$ cat config.mk
export PLATFORM = sky130hd
export DESIGN_NAME = rcc_top
export DESIGN_NICKNAME = d
export VERILOG_FILES = /design/src/design/rcc_pkg.sv /design/src/design/rcc_rst_sync.sv /design/src/design/rcc_chan.sv /design/src/design/rcc_top.sv
export VERILOG_INCLUDE_DIRS = /design/src /design/src/design
export SDC_FILE = /design/constraint.sdc
export NUM_CORES = 1
export LEC_CHECK = 0
export ABC_CLOCK_PERIOD_IN_PS = 1400
export BUFFER_PORTS_ARGS = -buffer_cell sky130_fd_sc_hd__clkbuf_2
export CAP_MARGIN = 15
export CORE_MARGIN = 2
export CORE_UTILIZATION = 30
export DETAILED_ROUTE_END_ITERATION = 7
export HOLD_SLACK_MARGIN = 0.06
export PLACE_DENSITY = 0.61
export SYNTH_ARGS = -nofsm -noshare
export SYNTH_HDL_FRONTEND = slang
export SYNTH_SLANG_ARGS = --single-unit
export TNS_END_PERCENT = 1
$ cat constraint.sdc
create_clock -name SYS_CLK -period 1.4 [get_ports SYS_CLK]
set_input_delay 0.21 -clock SYS_CLK [delete_from_list [all_inputs] [get_ports SYS_CLK]]
set_output_delay 0.21 -clock SYS_CLK [all_outputs]
set_load 0.05 [all_outputs]
$ cat src/design/rcc_defs.svh
// register offsets, field positions, codes and widths of the receive-clear block
// included by every design file that needs a number; definitions only
`ifndef RCC_DEFS_SVH
`define RCC_DEFS_SVH

`define RCC_ADDR_W     4
`define RCC_DATA_W     32
`define RCC_CODE_W     16
`define RCC_NCH        2

// register offsets (byte addresses, one word each)
`define RCC_OFF_CMD    4'h0
`define RCC_OFF_STAT1  4'h4
`define RCC_OFF_STAT2  4'h8
`define RCC_OFF_ERR    4'hc

// command word fields
`define RCC_CH_LSB     0
`define RCC_REQ_LSB    8
`define RCC_EXEC_LSB   16
`define RCC_REQ_CLEAR  8'h04
`define RCC_EXEC_TYPE  8'h00

// error register fields
`define RCC_ERR_FLAG_BIT  16
`define RCC_ERR_MOD_BIT   17
`define RCC_ERR_CPU_BIT   18

// completion codes
`define RCC_ST_NORMAL  16'h0000
`define RCC_ERR_SIMUL  16'h7ff0
`define RCC_ERR_PROTO  16'h7ff2
`define RCC_CPU_LIMIT  16'h4fff
`define RCC_MOD_START  16'h7000

`endif

$ cat src/design/rcc_pkg.sv
// types shared by the receive-clear block
// assumes rcc_defs.svh is reachable on the include path
package rcc_pkg;

	typedef enum logic [3:0] {
		RCC_IDLE = 4'b0001,
		RCC_HOLD = 4'b0010,
		RCC_FIN  = 4'b0100,
		RCC_SHOW = 4'b1000
	} rcc_state_e;

	typedef enum logic [3:0] {
		RCC_K_NONE     = 4'h0,
		RCC_K_ON_DEMAND_SEND_COMMAND = 4'h1,
		RCC_K_SEND     = 4'h2,
		RCC_K_REGMSG   = 4'h3,
		RCC_K_BID_SEND = 4'h4,
		RCC_K_BID_RECV = 4'h5,
		RCC_K_REINIT   = 4'h6,
		RCC_K_RXREAD   = 4'h7,
		RCC_K_UF_WRITE = 4'h8,
		RCC_K_UF_READ  = 4'h9,
		RCC_K_INT_RECV = 4'ha,
		RCC_K_STATUS   = 4'hb
	} rcc_kind_e;

	typedef logic [15:0] rcc_code_t;

endpackage

$ cat src/design/rcc_rst_sync.sv
// reset release synchroniser: asserts at once, releases after two clock edges
// assumes an active low asynchronous reset input
`timescale 1ns/1ps
module rcc_rst_sync
	import rcc_pkg::*;
(
	input  wire logic clk,
	input  wire logic rst_in_n,
	output logic      rst_out_n
);
	typedef struct packed {
		logic [1:0] ff;
	} rcc_sync_s;

	rcc_sync_s q, d;

	always_comb
	begin
		d = q;
		d.ff = {q.ff[0], 1'b1};
	end

	always_ff @(posedge clk or negedge rst_in_n)
	begin
		if (!rst_in_n)
			q <= '0;
		else
			q <= d;
	end

	assign rst_out_n = q.ff[1];
endmodule

$ cat src/design/rcc_chan.sv
// one channel of the receive-clear sequencer: wait, flush, report at scan end
// assumes one-cycle start and scan_end pulses and a synchronous reset copy
`timescale 1ns/1ps
`include "rcc_defs.svh"
module rcc_chan
	import rcc_pkg::*;
(
	input  wire logic         clk,
	input  wire logic         rst_n,
	input  wire logic         start,
	input  wire logic         proto_predef,
	input  wire logic         busy_conflict,
	input  wire logic         rx_hold,
	input  wire logic         scan_end,
	output rcc_pkg::rcc_state_e state,
	output logic              active,
	output logic              flush,
	output logic              complete,
	output logic              abnormal,
	output logic              err_evt,
	output rcc_pkg::rcc_code_t code,
	output rcc_pkg::rcc_code_t status
);
	typedef struct packed {
		rcc_state_e st;
		logic       active;
		logic       flush;
		logic       complete;
		logic       abnormal;
		logic       err_evt;
		rcc_code_t  code;
		rcc_code_t  status;
	} rcc_chan_s;

	rcc_chan_s q, d;

	always_comb
	begin
		d = q;
		d.flush = 1'b0;
		d.err_evt = 1'b0;
		unique case (q.st)
			RCC_IDLE:
				if (start)
				begin
					d.active = 1'b1;
					if (proto_predef)
					begin
						d.code = `RCC_ERR_PROTO;
						d.st = RCC_FIN;
					end
					else if (busy_conflict)
					begin
						d.code = `RCC_ERR_SIMUL;
						d.st = RCC_FIN;
					end
					else
						d.st = RCC_HOLD;
				end
			RCC_HOLD:
				// receive signals still up: keep waiting
				if (!rx_hold)
				begin
					d.flush = 1'b1;
					d.code = `RCC_ST_NORMAL;
					d.st = RCC_FIN;
				end
			RCC_FIN:
				if (scan_end)
				begin
					d.complete = 1'b1;
					d.abnormal = (q.code != `RCC_ST_NORMAL);
					d.err_evt = (q.code != `RCC_ST_NORMAL);
					d.status = q.code;
					d.st = RCC_SHOW;
				end
			RCC_SHOW:
				if (scan_end)
				begin
					d.complete = 1'b0;
					d.abnormal = 1'b0;
					d.active = 1'b0;
					d.st = RCC_IDLE;
				end
		endcase
	end

	always_ff @(posedge clk or negedge rst_n)
	begin
		if (!rst_n)
		begin
			q <= '0;
			q.st <= RCC_IDLE;
		end
		else
			q <= d;
	end

	assign state = q.st;
	assign active = q.active;
	assign flush = q.flush;
	assign complete = q.complete;
	assign abnormal = q.abnormal;
	assign err_evt = q.err_evt;
	assign code = q.code;
	assign status = q.status;
endmodule

$ cat src/design/rcc_top.sv
// receive-data clear command handler for a two-channel serial module
// assumes a host that writes commands over the plain register port and pulses
// SCAN_END once per scan at its end processing; all inputs but the asynchronous RESET_N synchronous to SYS_CLK
//
// Behaviour
// - clear discards received data in operating area
// - user reception area in buffer memory untouched
// - wait while read request or error detect
// - overlapping send-type or reinit fails later one
// - conflict checks apply to same channel only
// - clear during active receive read fails
// - receive read during active clear runs
// - second clear ignored until first completes
// - clear on predefined-protocol channel fails
// - completion bit set at end, cleared next
// - abnormal bit stays off on normal completion
// - abnormal bit pulses with completion on error
// - error sets host flag and code word
// - code ranges split host and module errors
// - completion status word zero or error code
//
// Added by the designer: the plain strobed port and the placing of the registers.
`timescale 1ns/1ps
`include "rcc_defs.svh"
module rcc_top
	import rcc_pkg::*;
(
	input  wire logic                         SYS_CLK,
	input  wire logic                         RESET_N,
	input  wire logic [`RCC_ADDR_W-1:0]       ADDR,
	input  wire logic [`RCC_DATA_W-1:0]       WDATA,
	input  wire logic                         WR,
	input  wire logic                         RD,
	output logic      [`RCC_DATA_W-1:0]       RDATA,
	input  wire logic                         SCAN_END,
	input  wire logic [`RCC_NCH-1:0]          RX_READ_REQ,
	input  wire logic [`RCC_NCH-1:0]          RX_ERR_DET,
	input  wire logic [`RCC_NCH-1:0]          PROTO_PREDEF,
	input  wire logic [`RCC_NCH-1:0]          SEND_BUSY,
	input  wire logic [`RCC_NCH-1:0]          RECV_READ_BUSY,
	input  wire logic                         CMD_START,
	input  rcc_pkg::rcc_kind_e                CMD_KIND,
	input  wire logic                         CMD_CH,
	output logic                              CMD_REJECT,
	output rcc_pkg::rcc_code_t                CMD_REJECT_CODE,
	output logic      [`RCC_NCH-1:0]          RX_FLUSH,
	output logic      [`RCC_NCH-1:0]          CLEAR_ACTIVE,
	output logic      [`RCC_NCH-1:0]          COMPLETE,
	output logic      [`RCC_NCH-1:0]          ABNORMAL,
	output logic                              HOST_ERROR_FLAG,
	output rcc_pkg::rcc_code_t                HOST_ERROR_CODE_WORD
);

	////////////////////////////////////////////////////////////////////////////
	// decoding helpers

	// kinds that may not overlap a clear on the same channel
	function automatic logic kind_conflicts(input rcc_kind_e k);
		unique case (k)
			RCC_K_ON_DEMAND_SEND_COMMAND, RCC_K_SEND, RCC_K_REGMSG,
			RCC_K_BID_SEND, RCC_K_BID_RECV, RCC_K_REINIT:
				kind_conflicts = 1'b1;
			default:
				kind_conflicts = 1'b0;
		endcase
	endfunction

	// a well formed clear command aimed at channel index ch
	function automatic logic clear_issue(input logic wr, input logic [`RCC_ADDR_W-1:0] a,
		input logic [`RCC_DATA_W-1:0] w, input int ch);
		clear_issue = wr && (a == `RCC_OFF_CMD)
			&& (w[`RCC_CH_LSB +: 8] == 8'(ch + 1))
			&& (w[`RCC_REQ_LSB +: 8] == `RCC_REQ_CLEAR)
			&& (w[`RCC_EXEC_LSB +: 8] == `RCC_EXEC_TYPE);
	endfunction

	////////////////////////////////////////////////////////////////////////////
	// reset release

	logic rst_n;

	rcc_rst_sync u_rst (
		.clk       (SYS_CLK),
		.rst_in_n  (RESET_N),
		.rst_out_n (rst_n)
	);

	////////////////////////////////////////////////////////////////////////////
	// per-channel sequencers

	logic       [`RCC_NCH-1:0] issue;
	logic       [`RCC_NCH-1:0] ch_err_evt;
	rcc_state_e                ch_state [`RCC_NCH];
	rcc_code_t                 ch_code  [`RCC_NCH];
	rcc_code_t                 ch_stat  [`RCC_NCH];

	generate
		for (genvar g = 0; g < `RCC_NCH; g++)
		begin : g_ch
			assign issue[g] = clear_issue(WR, ADDR, WDATA, g);

			// only this channel's busy lines reach its sequencer
			rcc_chan u_chan (
				.clk           (SYS_CLK),
				.rst_n         (rst_n),
				.start         (issue[g]),
				.proto_predef  (PROTO_PREDEF[g]),
				.busy_conflict (SEND_BUSY[g] | RECV_READ_BUSY[g]),
				.rx_hold       (RX_READ_REQ[g] | RX_ERR_DET[g]),
				.scan_end      (SCAN_END),
				.state         (ch_state[g]),
				.active        (CLEAR_ACTIVE[g]),
				.flush         (RX_FLUSH[g]),
				.complete      (COMPLETE[g]),
				.abnormal      (ABNORMAL[g]),
				.err_evt       (ch_err_evt[g]),
				.code          (ch_code[g]),
				.status        (ch_stat[g])
			);
		end
	endgenerate

	////////////////////////////////////////////////////////////////////////////
	// host error flag, rejection of later commands, read port

	typedef struct packed {
		logic [`RCC_DATA_W-1:0] rdata;
		logic                   err_flag;
		rcc_code_t              err_code;
		logic                   reject;
		rcc_code_t              reject_code;
	} rcc_top_s;

	rcc_top_s q, d;
	logic     clr_flag;
	logic     ch_hit;

	assign clr_flag = WR && (ADDR == `RCC_OFF_ERR) && WDATA[`RCC_ERR_FLAG_BIT];
	assign ch_hit = CLEAR_ACTIVE[CMD_CH];

	always_comb
	begin
		d = q;
		d.reject = 1'b0;
		// later conflicting command loses against an active clear
		if (CMD_START && kind_conflicts(CMD_KIND) && ch_hit)
		begin
			d.reject = 1'b1;
			d.reject_code = `RCC_ERR_SIMUL;
		end
		// set beats clear so no error completion is lost
		if (clr_flag)
			d.err_flag = 1'b0;
		if (ch_err_evt[0])
		begin
			d.err_flag = 1'b1;
			d.err_code = ch_code[0];
		end
		else if (ch_err_evt[1])
		begin
			d.err_flag = 1'b1;
			d.err_code = ch_code[1];
		end
		d.rdata = '0;
		if (RD)
		begin
			unique case (ADDR)
				`RCC_OFF_CMD:
					d.rdata[7:0] = {2'b00, ABNORMAL, COMPLETE, CLEAR_ACTIVE};
				`RCC_OFF_STAT1:
					d.rdata[15:0] = ch_stat[0];
				`RCC_OFF_STAT2:
					d.rdata[15:0] = ch_stat[1];
				`RCC_OFF_ERR:
				begin
					d.rdata[15:0] = q.err_code;
					d.rdata[`RCC_ERR_FLAG_BIT] = q.err_flag;
					d.rdata[`RCC_ERR_MOD_BIT] = (q.err_code >= `RCC_MOD_START);
					d.rdata[`RCC_ERR_CPU_BIT] = q.err_flag && (q.err_code <= `RCC_CPU_LIMIT);
				end
				default:
					d.rdata = '0;
			endcase
		end
	end

	always_ff @(posedge SYS_CLK or negedge rst_n)
	begin
		if (!rst_n)
			q <= '0;
		else
			q <= d;
	end

	assign RDATA = q.rdata;
	assign HOST_ERROR_FLAG = q.err_flag;
	assign HOST_ERROR_CODE_WORD = q.err_code;
	assign CMD_REJECT = q.reject;
	assign CMD_REJECT_CODE = q.reject_code;

	generate
		for (genvar c = 0; c < `RCC_NCH; c++)
		begin : g_chk
			logic hold;
			logic idle_issue;
			assign hold = RX_READ_REQ[c] | RX_ERR_DET[c];
			assign idle_issue = issue[c] && (ch_state[c] == RCC_IDLE);

		end
	endgenerate
endmodule

==> results.md <==
* DRT Wirelength at 5650 um
* Crit-path max cell delay at 550 ps
* Hold path startpoint: CMD_KIND[3]
* Synth Flop Type: dfrtp_1
* Worst setup SP type: flop
* I/O pin total at 131
* Reg2reg path depth at 3
* FF-to-FF End: g_ch[0].u_chan.code[1]
* Category of the most critical setup path: flop to flop
* Final WS setup at -48.8 ps
* FMAX at 690 MHz
* Final hold vios at 0
* Drt via density at 4.50
* Worst skew pair latency at 290 ps
* Warnings from Yosys at 0
* FF+latch area at 1140 sq um
* Hold EP: CMD_REJECT
* Total global routing overflow at 0
* Core area at 8130 sq um
* Port Buffers at 100
* Residual DRC count at 0
* Die X at 94.9 um
* CTS tree: yes
* Leak Pwr at 1.70 nW
* Clock skew at 6.03 ps
* Synthesis-stage register bit count at 45
* Via count at 2014
* Final core utilization at 40.3%
* First DRT Iteration DRCs at 63
* Power Dens Cells at 1240 nW/um^2
* CTS max path bufs at 2
* Crit path arrival time at 1620 ps
* Diode count at 0
* CP max-delay cell: dfstp_2
* Synth unique cells at 46
* Fin nets at 400
* MaxCap Viol Count at 0
* Final min period at 1450 ps
* Fraction of layout cells with a size suffix above 1 at 52.5%
* Inst Count DP at 435
* Final setup fails at 3
* CTS Sinks at 45
* WHS Path Cells at 2
* Gpl congestion at 0.769
* Crit share post-route at 103%
* Num CTS Buffers at 5
* Die Ht at 94.9 um
* R2R Setup Slk at -50 ps
* RR Startpoint: g_ch[0].u_chan.state[0]
* Avg Inst Size Synth at 10.6 sq um
* Max VDD drop at 415 uV
* Root Driver: clkbuf_8
* Syn Std Cell Area at 2480 sq um
* WP data required at 1570 ps
* Asr flop ratio synth at 100%
* Initial DRT Pass Iterations at 6
* Dpl hpwl at 4350 um
* Global Route Usage Sum at 11.9%
* Final ANT Viol Nets at 0
* Full die area at 9010 sq um
* Area leader, netlist: dfrtp_1
* Initial Util at 30.5%
* Critical Path End Type: flop
* Global-route wire length before repair at 8260 um
* Filler instances at 801
* Crit-path most repeated cell: o211ai_1
* Number of enable flip-flop cells after synthesis at 0
* Hold_ws at 84.0 ps
* Area Growth Syn to Fin at 32.2%
* Setup WS pre-CTS at -184 ps
* CP max FO at 4
* Register area share after synthesis at 45.5%
* H-Tree Depth at 2
* Initial antenna violation count at 0
* Rows at 33
* Synth top area cells: dfrtp_1, buf_4, nor4b_2
* Multi-input logic area at 1080 sq um
* Pin count of the biggest net entering global routing at 44
* RSZ-0062 raised after global routing: yes
* Setup_tns at -100 ps
* Final slew viol count at 0
* Status: finished, violations left
* Synth top area share at 43.4%
* CP cell instances: or4b_4 -> o211ai_1 -> o211ai_1
* Failing checks: negative setup slack
* Non-Filler Instances at 448
* Vias in the first global route at 1781
* Post-Syn Instances at 234
* Clk slew on worst S/H paths at 90 ps
* Worst hold path type: input pin to flop
* Post-DR wirelength/cell at 12.6 um
[registers in the layout, indices dropped and copies added, names as in the netlist, 2 cells and up]
register              count
g_ch.u_chan.state         8
HOST_ERROR_CODE_WORD      2
RDATA                    12
u_rst.q                   2
g_ch.u_chan.active        2
g_ch.u_chan.abnormal      2
g_ch.u_chan.code          4
g_ch.u_chan.err_evt       2
g_ch.u_chan.status        4
g_ch.u_chan.flush         2
g_ch.u_chan.complete      2
[metal layers]
| layer | global-route usage, % | vias up | wire length [um] |
|---|---|---|---|
| met4 | 2.54 | 0 | 21 |
| met1 | 15.2 | 970 | 2380 |
| met2 | 20.4 | 82 | 2880 |
| met3 | 2.95 | 2 | 369 |
| li1 | - | 960 | - |
| met5 | 0 | - | 0 |
[power by group]
part | total (mW) | internal, mW | switching, mW
logic | 1.52 | 0.664 | 0.861
clock network | 0.944 | 0.519 | 0.425
registers | 1.58 | 1.44 | 0.139
[critical path, delay by kind of cell (launching register included)]
kind	cells	cell delay, ps
flops	1	550
simple gates	1	490
compound gates	2	290
[cell type report]
class                           instances  area share (%)
Timing Repair Buffer                  139            25.0
Tap cell                              105            4.01
Clock inverter                          2            1.07
Inverter                                3           0.343
Clock buffer                            5            2.10
Sequential cell                        45            34.6
Multi-Input combinational cell        149            32.8
[worst max-delay path by stage]
stage	start	endpoint	slack [ps]	cells after the start
after floorplan	u_rst.q[1]	HOST_ERROR_CODE_WORD[14]	-40	0
after global placement	ADDR[1]	g_ch[1].u_chan.code[1]	-170	6
final	g_ch[0].u_chan.state[0]	g_ch[0].u_chan.code[1]	-50	3
after detailed placement	ADDR[1]	g_ch[0].u_chan.code[13]	-180	5
after global routing	g_ch[0].u_chan.state[0]	g_ch[0].u_chan.code[1]	-120	3
after CTS	g_ch[0].u_chan.state[0]	g_ch[0].u_chan.code[1]	-50	3
[stage by stage]
step,power [mW],area [sq um]
final,4.05,3280
after global routing,4.27,3280
after CTS,3.84,3160
after detailed placement,2.85,3020
after global placement,2.83,3020
after floorplan,2.42,2560
[layout by cell type, fill, tap and decap left out, drive strengths merged, types with 2 or more instances in the layout]
cell / count
or2: 5
nor3: 9
mux2: 5
inv: 3
buf: 42
nor4b: 7
nor2: 8
a21o: 6
dfrtp: 43
or3b: 2
nor4: 4
nand3: 4
nor2b: 5
mux2i: 3
o21ai: 5
a21oi: 7
xor2: 2
and2: 5
conb: 24
nand4: 3
nand3b: 5
dfstp: 2
o31ai: 4
o21a: 6
o211ai: 5
clkbuf: 101
nand2: 14
[synthesized netlist by cell type (3+ instances only)]
master,n
buf_4,57
or2_1,4
a21o_1,6
o21a_1,6
nor4b_1,3
a21oi_1,7
o21ai_0,3
nor4_2,3
mux2_1,5
nand2_1,14
o31ai_1,3
dfrtp_1,43
nand3b_1,5
inv_1,3
and2_1,5
mux2i_1,3
o211ai_1,5
nand3_1,4
nor2_1,8
nor4b_2,4
nor2b_1,5
nor3_1,8
[cell families after synthesis]
kind of cell | after synthesis | share of synthesized area (%)
and+or+nand+nor | 75 | 19.8
buffers and inverters | 62 | 18.1
xor gates and xnor gates | 2 | 0.706
AOI/OAI and AO/OA | 39 | 11.2
muxes | 9 | 4.39
DFF | 45 | 45.5
other | 2 | 0.303
[what timing repair did]
action,CTS,global route
hold endpoints to repair,2,0
buffers inserted,0,5
hold buffers,1,0
endpoints found under the setup margin,9,39
gates resized for setup,5,23
pin swaps,4,8
Note: power is estimated with default switching activity, not from simulation.
